`src/common/sdcad_defines.svh`:
```
// Constants of the command and address front end.
//==========================================================================
// Operation
// - Address and control inputs are captured only on the rising crossing of the command clock.
// - The address bus carries the row address with row-open and the column address with read or write.
// - Address bit 10 on a read or write requests automatic precharge after the burst.
// - A precharge with bit 10 low closes the selected bank and with bit 10 high closes all banks.
// - A mode-set takes its operation code from the address inputs.
// - The three bank-select inputs name the bank of a row-open, read, write or single precharge.
// - A mode-set uses bank-select to pick one of four mode registers.
// - Clock-enable registered high enables internal clocking and registered low disables it.
// - Clock-enable low with all banks idle enters precharge power-down or self refresh, else active power-down.
// - Clock-enable is synchronous for power-down entry and exit and self refresh entry, asynchronous for self refresh exit.
// - Power-down gates all receivers but clock, clock-enable and termination; self refresh gates all but clock-enable.
// - Commands decode only when device-select is registered low.
// - The command comes from row strobe, column strobe, write-enable and device-select.
// - Termination follows the termination-control input unless a mode-set has disabled it.
`ifndef SDCAD_DEFINES_SVH
`define SDCAD_DEFINES_SVH
`define SDCAD_ADDR_W 15
`define SDCAD_BANK_W 3
`define SDCAD_NUM_BANKS 8
`define SDCAD_AP_BIT 10
`define SDCAD_MR_SEL_W 2
`define SDCAD_ODT_EN_BIT 2
`define SDCAD_OP_LMR 3'h0
`define SDCAD_OP_REF 3'h1
`define SDCAD_OP_PRE 3'h2
`define SDCAD_OP_ACT 3'h3
`define SDCAD_OP_WR 3'h4
`define SDCAD_OP_RD 3'h5
`define SDCAD_OP_NOP 3'h7
`define SDCAD_MR_RESET 15'h0000
`define SDCAD_EMR1_RESET 15'h0004
`endif

```
`src/common/sdcad_pkg.sv`:
```
// Types shared by the command and address front end.
`include "sdcad_defines.svh"
package sdcad_pkg;
  typedef enum logic [2:0] {
    SDCAD_CMD_NONE, SDCAD_CMD_MODE_SET, SDCAD_CMD_REFRESH, SDCAD_CMD_PRECHARGE,
    SDCAD_CMD_ROW_OPEN, SDCAD_CMD_WRITE, SDCAD_CMD_READ
  } sdcad_cmd_type;
  typedef enum logic [2:0] {
    SDCAD_PWR_ACTIVE, SDCAD_PWR_PRE_PD, SDCAD_PWR_ACT_PD, SDCAD_PWR_SELF_REF
  } sdcad_pwr_type;
  typedef struct packed {
    logic valid;
    sdcad_cmd_type cmd;
    logic [`SDCAD_BANK_W-1:0] bank;
    logic [`SDCAD_ADDR_W-1:0] addr;
    logic auto_precharge;
    logic precharge_all;
  } sdcad_dec_type;
  typedef struct packed {
    logic select_n;
    logic row_strobe_n;
    logic col_strobe_n;
    logic write_enable_n;
    logic [`SDCAD_BANK_W-1:0] bank;
    logic [`SDCAD_ADDR_W-1:0] addr;
  } sdcad_pins_type;
endpackage : sdcad_pkg

```
`src/core/sdcad_sync.sv`:
```
// Three-stage input synchroniser with agreement detection.
`timescale 1ns/100ps
`default_nettype none
module sdcad_sync (
  input wire logic sys_clk,
  input wire logic reset_n,
  input wire logic din,
  output logic dout
);
  logic [2:0] stage;
  logic [2:0] next_stage;
  logic next_dout;
  //==========================================================================
  // Synchroniser
  // Output changes only when the second and third stages agree.
  always_comb begin
    next_stage = {stage[1:0], din};
    next_dout = (stage[1] == stage[2]) ? stage[2] : dout;
  end
  // Registers the stages and the filtered level.
  always_ff @(posedge sys_clk or negedge reset_n) begin
    if (!reset_n) begin
      stage <= 3'h0;
      dout <= 1'b0;
    end else begin
      stage <= next_stage;
      dout <= next_dout;
    end
  end
endmodule : sdcad_sync
`default_nettype wire

```
`src/core/sdcad_front.sv`:
```
// Command and address decoder with clock-enable power management.
`timescale 1ns/100ps
`default_nettype none
`include "sdcad_defines.svh"
module sdcad_front
  import sdcad_pkg::*;
#(
  parameter int ADDR_W = `SDCAD_ADDR_W
) (
  input wire logic sys_clk,
  input wire logic reset_n,
  input wire logic cmd_clk_rise,
  input wire logic clock_enable_pin,
  input wire logic termination_control,
  input wire sdcad_pins_type pins,
  output sdcad_dec_type dec,
  output logic [`SDCAD_NUM_BANKS-1:0] bank_open,
  output logic auto_precharge_pend,
  output logic [ADDR_W-1:0] base_mode_register,
  output logic [ADDR_W-1:0] extended_mode_register_1,
  output logic [ADDR_W-1:0] extended_mode_register_2,
  output logic [ADDR_W-1:0] extended_mode_register_3,
  output sdcad_pwr_type pwr_state,
  output logic clocking_enabled,
  output logic cmd_receivers_on,
  output logic termination_active
);
  logic cke_sync;
  logic cke_reg;
  logic cke_prev;
  logic next_cke_reg;
  logic next_cke_prev;
  sdcad_dec_type next_dec;
  logic [`SDCAD_NUM_BANKS-1:0] next_bank_open;
  logic next_auto_precharge_pend;
  logic [ADDR_W-1:0] next_mr0;
  logic [ADDR_W-1:0] next_mr1;
  logic [ADDR_W-1:0] next_mr2;
  logic [ADDR_W-1:0] next_mr3;
  sdcad_pwr_type next_pwr_state;
  logic next_clocking_enabled;
  logic next_cmd_receivers_on;
  logic next_termination_active;
  logic [2:0] strobes;
  logic sample;

  //==========================================================================
  // Clock-enable input
  // The asynchronous pin passes three synchroniser stages and the filtered output flip-flop before use.
  sdcad_sync u_cke_sync (
    .sys_clk(sys_clk),
    .reset_n(reset_n),
    .din(clock_enable_pin),
    .dout(cke_sync)
  );

  // Commands are taken only on the rising command-clock crossing.
  assign sample = cmd_clk_rise && cmd_receivers_on;
  assign strobes = {pins.row_strobe_n, pins.col_strobe_n,
                    pins.write_enable_n};

  //==========================================================================
  // Command decode
  // Builds the decoded command, bank state and mode registers.
  always_comb begin
    next_dec = '0;
    next_dec.cmd = SDCAD_CMD_NONE;
    next_bank_open = bank_open;
    next_auto_precharge_pend = 1'b0;
    next_mr0 = base_mode_register;
    next_mr1 = extended_mode_register_1;
    next_mr2 = extended_mode_register_2;
    next_mr3 = extended_mode_register_3;
    if (sample && cke_reg && !pins.select_n) begin
      next_dec.valid = 1'b1;
      next_dec.bank = pins.bank;
      next_dec.addr = pins.addr[ADDR_W-1:0];
      case (strobes)
        `SDCAD_OP_LMR: begin
          next_dec.cmd = SDCAD_CMD_MODE_SET;
          case (pins.bank[`SDCAD_MR_SEL_W-1:0])
            2'h0: next_mr0 = pins.addr[ADDR_W-1:0];
            2'h1: next_mr1 = pins.addr[ADDR_W-1:0];
            2'h2: next_mr2 = pins.addr[ADDR_W-1:0];
            default: next_mr3 = pins.addr[ADDR_W-1:0];
          endcase
        end
        `SDCAD_OP_REF: begin
          next_dec.cmd = SDCAD_CMD_REFRESH;
        end
        `SDCAD_OP_PRE: begin
          next_dec.cmd = SDCAD_CMD_PRECHARGE;
          if (pins.addr[`SDCAD_AP_BIT]) begin
            next_dec.precharge_all = 1'b1;
            next_bank_open = '0;
          end else begin
            next_bank_open[pins.bank] = 1'b0;
          end
        end
        `SDCAD_OP_ACT: begin
          next_dec.cmd = SDCAD_CMD_ROW_OPEN;
          next_bank_open[pins.bank] = 1'b1;
        end
        `SDCAD_OP_WR, `SDCAD_OP_RD: begin
          next_dec.cmd = (strobes == `SDCAD_OP_WR) ? SDCAD_CMD_WRITE
                                                    : SDCAD_CMD_READ;
          // Auto precharge marks the bank closed in the cycle the command is decoded.
          if (pins.addr[`SDCAD_AP_BIT]) begin
            next_dec.auto_precharge = 1'b1;
            next_auto_precharge_pend = 1'b1;
            next_bank_open[pins.bank] = 1'b0;
          end
        end
        default: begin
          next_dec.valid = 1'b0;
        end
      endcase
    end
  end

  // Registers the decode group.
  always_ff @(posedge sys_clk or negedge reset_n) begin
    if (!reset_n) begin
      dec <= '0;
      bank_open <= '0;
      auto_precharge_pend <= 1'b0;
      base_mode_register <= ADDR_W'(`SDCAD_MR_RESET);
      extended_mode_register_1 <= ADDR_W'(`SDCAD_EMR1_RESET);
      extended_mode_register_2 <= '0;
      extended_mode_register_3 <= '0;
    end else begin
      dec <= next_dec;
      bank_open <= next_bank_open;
      auto_precharge_pend <= next_auto_precharge_pend;
      base_mode_register <= next_mr0;
      extended_mode_register_1 <= next_mr1;
      extended_mode_register_2 <= next_mr2;
      extended_mode_register_3 <= next_mr3;
    end
  end

  //==========================================================================
  // Power management
  // Clock-enable is registered on command edges, except that self refresh
  // exit follows the synchronised pin without waiting for the clock.
  always_comb begin
    next_cke_reg = cke_reg;
    next_cke_prev = cke_prev;
    next_pwr_state = pwr_state;
    if (cmd_clk_rise) begin
      next_cke_reg = cke_sync;
      next_cke_prev = cke_reg;
    end
    case (pwr_state)
      SDCAD_PWR_ACTIVE: begin
        if (cmd_clk_rise && !cke_sync && cke_reg) begin
          if (bank_open != '0) begin
            next_pwr_state = SDCAD_PWR_ACT_PD;
          end else if (!pins.select_n && strobes == `SDCAD_OP_REF) begin
            next_pwr_state = SDCAD_PWR_SELF_REF;
          end else begin
            next_pwr_state = SDCAD_PWR_PRE_PD;
          end
        end
      end
      SDCAD_PWR_PRE_PD, SDCAD_PWR_ACT_PD: begin
        if (cmd_clk_rise && cke_sync) begin
          next_pwr_state = SDCAD_PWR_ACTIVE;
        end
      end
      SDCAD_PWR_SELF_REF: begin
        if (cke_sync) begin
          next_pwr_state = SDCAD_PWR_ACTIVE;
          next_cke_reg = 1'b1;
        end
      end
      default: begin
        next_pwr_state = SDCAD_PWR_ACTIVE;
      end
    endcase
    next_clocking_enabled = next_cke_reg;
    next_cmd_receivers_on = (next_pwr_state == SDCAD_PWR_ACTIVE);
    // Termination stays off in self refresh and when mode-set disabled it.
    next_termination_active = termination_control && next_cke_reg_ok();
  end

  // Termination is allowed outside self refresh when enabled by mode-set.
  function automatic logic next_cke_reg_ok();
    next_cke_reg_ok = extended_mode_register_1[`SDCAD_ODT_EN_BIT]
                      && (pwr_state != SDCAD_PWR_SELF_REF);
  endfunction : next_cke_reg_ok

  // Registers the power group.
  always_ff @(posedge sys_clk or negedge reset_n) begin
    if (!reset_n) begin
      cke_reg <= 1'b0;
      cke_prev <= 1'b0;
      pwr_state <= SDCAD_PWR_ACTIVE;
      clocking_enabled <= 1'b0;
      cmd_receivers_on <= 1'b1;
      termination_active <= 1'b0;
    end else begin
      cke_reg <= next_cke_reg;
      cke_prev <= next_cke_prev;
      pwr_state <= next_pwr_state;
      clocking_enabled <= next_clocking_enabled;
      cmd_receivers_on <= next_cmd_receivers_on;
      termination_active <= next_termination_active;
    end
  end
endmodule : sdcad_front
`default_nettype wire

```
`config.mk`:
```
export PLATFORM = sky130hd
export DESIGN_NAME = sdcad_front
export DESIGN_NICKNAME = d
export VERILOG_FILES = /design/src/common/sdcad_pkg.sv /design/src/core/sdcad_sync.sv /design/src/core/sdcad_front.sv
export VERILOG_INCLUDE_DIRS = /design/src /design/src/common
export SDC_FILE = /design/constraint.sdc
export NUM_CORES = 1
export LEC_CHECK = 0
export BUFFER_PORTS_ARGS = -buffer_cell sky130_fd_sc_hd__buf_2
export CAP_MARGIN = 20
export CORE_MARGIN = 3
export CORE_UTILIZATION = 46
export CTS_BUF_LIST = sky130_fd_sc_hd__clkbuf_4 sky130_fd_sc_hd__clkbuf_8 sky130_fd_sc_hd__clkbuf_16
export CTS_CLUSTER_DIAMETER = 80
export DETAILED_ROUTE_END_ITERATION = 6
export PLACE_DENSITY = 0.76
export SYNTH_ARGS = -nofsm -noshare
export SYNTH_HDL_FRONTEND = slang
export SYNTH_SLANG_ARGS = --single-unit
```
`constraint.sdc`:
```
create_clock -name sys_clk -period 1.7 [get_ports sys_clk]
set_input_delay 0.34 -clock sys_clk [delete_from_list [all_inputs] [get_ports sys_clk]]
set_output_delay 0.34 -clock sys_clk [all_outputs]
set_load 0.1 [all_outputs]
```
==> results.json <==
{
  "status": "completed",
  "grt_pass1_vias": 2745,
  "slew_viol_final": 0,
  "cts_tree": "built",
  "clk_pin_slew_worst_paths_ps": 90,
  "finClkSkew_ps": 9.56,
  "ir_drop_uv": 552,
  "ys_seq_elements": 102,
  "powerDensity_nw_per_um2": 1080,
  "drtIter0Drc": 76,
  "synth_edf_count": 0,
  "pre_cts_slack_ps": -49.2,
  "fin_ws_ps": 16.3,
  "rrSetupSlack_ps": 20,
  "grt_overflow_total": 0,
  "vias": 2700,
  "hold_viol": 0,
  "period_minus_slack_ps": 1680,
  "drt.antenna.violating_nets": 0,
  "maxCapViolations": 0,
  "slew_headroom_pct": 64.5,
  "end_kind": "flip-flop",
  "synth_nets": 294,
  "regMostFlops": "dec",
  "clock_latency_ps": 360,
  "area_growth_pct": 25.4,
  "nets": 432,
  "crit_arrival_ps": 1920,
  "post-route-util_pct": 59.6,
  "drc": 0,
  "place_congestion": 0.796,
  "clkSinkCount": 102,
  "initial_core_util_pct": 47.5,
  "grt_pass1_wl_mm": 14.6,
  "start_kind": "flip-flop",
  "final_cell_area_um2": 5200,
  "antenna_found_initial": 0,
  "worstRegToRegCells": 4,
  "drive_above_1_share_pct": 55.3,
  "cts_made_buffers": 9,
  "die_y_um": 101,
  "yosys_warnings": 0,
  "largest_reg_flops": 23,
  "netlist_instances": 267,
  "use_met3_pct": 4.78,
  "postSynthAreaPerCell_um2": 15.5,
  "die-area_um2": 10200,
  "cts_hold_buf": 0,
  "dp_hpwl_mm": 6.51,
  "p_leak_uw": 0.00296,
  "ys_seq_area_share_pct": 61.6,
  "grt.total_usage_pct": 18.4,
  "top_usage_layer": "met2",
  "path_max_fanout": 8,
  "r2r_start": "cmd_receivers_on",
  "num_rows": 34,
  "place_area_um2": 4980,
  "fmax_mhz": 594,
  "rsz0062_at_grt": "yes",
  "synthFlopType": "dfrtp_1",
  "yosysUniqueCellTypes": 34,
  "syn-cell-area_um2": 4150,
  "period_share_pct": 99.0,
  "worst_pin_slew_ps": 533,
  "ios": 126,
  "core_region_area_um2": 8720,
  "cts_root_buf": "clkbuf_8",
  "cts.htree.levels": 3,
  "grt_use_met2_pct": 28.4,
  "n_antenna_cell": 0,
  "tns_ps": 0,
  "portBuffers": 125,
  "crit_required_ps": 1940,
  "async_reset_ff_share_pct": 100,
  "grt_max_degree": 103,
  "setup_viol": 0,
  "worstSetupPathType": "reg2reg",
  "grtUsageMet1_pct": 25.4,
  "fillers": 698,
  "vias_per_cell": 5.22,
  "hp-class": "in2async",
  "die_width_um": 101,
  "firstDrtPassIters": 5,
  "cts_buffer_depth": 2,
  "finalWirelength_mm": 9.13,
  "wl_per_cell_um": 17.7,
  "regToRegEndpoint": "extended_mode_register_3[13]"
}
-- Yosys cell counts, types with 3 or more instances --
cell type | number | area (um2)
dfrtp_1 | 100 | 2500
mux2_4 | 40 | 601
mux2_2 | 20 | 225
and2_1 | 18 | 113
o21ai_0 | 10 | 50.1
mux2i_1 | 9 | 90.1
nand2_1 | 8 | 30.0
o2111ai_1 | 8 | 70.1
buf_6 | 6 | 67.6
nor2_1 | 5 | 18.8
nor2b_1 | 5 | 31.3
a21oi_1 | 4 | 20.0
clkbuf_1 | 4 | 15.0
nand3_4 | 4 | 70.1
nor4_1 | 3 | 18.8
-- stage by stage --
| stage | power (uW) | instances | hold slack (ps) |
|---|---|---|---|
| floorplan | 3850 | 267 | 44.4 |
| global placement | 4150 | 502 | 333 |
| detailed placement | 4170 | 502 | 341 |
| CTS | 5690 | 517 | 57.7 |
| global route | 5830 | 517 | 58.3 |
| finish | 5640 | 517 | 24.2 |
-- what timing repair did --
item / 4_1_cts / 5_1_grt
gates resized for setup: 1 / 5
endpoints found under the setup margin: 63 / 43
setup buffers: 0 / 0
-- power breakdown --
group	internal, uW	switching (uW)
Clock	686	828
Combinational	280	1200
Sequential	2560	80.2
Total	3530	2110
-- critical path: stages, from the launching register on --
cell	delay [ps]
dfstp_4	620
and4b_4	370
nand3_4	90
buf_4	190
mux2_4	300
-- cell usage in the layout (no fill, tap or decap), drive strengths merged, types with 3 or more instances in the layout --
cell type	instances
nand3	4
dfrtp	100
mux2	60
and2	18
nor2b	5
o21ai	10
clkbuf	9
buf	140
nor2	5
o2111ai	8
a21oi	4
nand2	8
inv	4
nor4	3
mux2i	9
-- metal layers --
layer / vias to the layer above / wire length, um
met5: - / 0
li1: 1223 / -
met3: 11 / 674
met2: 91 / 4240
met1: 1375 / 4110
met4: 0 / 105
-- worst max-delay path by stage --
stage | cells after the start | slack (ps) | start | endpoint
CTS | 4 | 2 | cmd_receivers_on | bank_open[5]
finish | 4 | 20 | cmd_receivers_on | extended_mode_register_3[13]
floorplan | 5 | -240 | cmd_receivers_on | base_mode_register[10]
global route | 4 | -40 | cmd_receivers_on | extended_mode_register_3[13]
global placement | 4 | -20 | cmd_receivers_on | base_mode_register[11]
detailed placement | 4 | -50 | cmd_receivers_on | bank_open[5]
-- cells by family after synthesis --
logic type	share of synthesized area [%]
DFF	61.6
muxes	22.1
and+or+nand+nor	9.27
AOI/OAI and AO/OA	4.08
buffers and inverters	2.60
adders and majority gates	0.241
other	0.0905
-- final cells by class --
type	count	area [um2]	share of cell area, %
clock inverter	6	71.3	1.37
inverter	2	7.51	0.144
sequential	102	2560	49.3
tap	108	135	2.60
clock buffer	9	124	2.38
timing repair buffer	140	812	15.6
multi-input combinational	150	1490	28.6
Note: power is estimated with default switching activity, not from simulation.
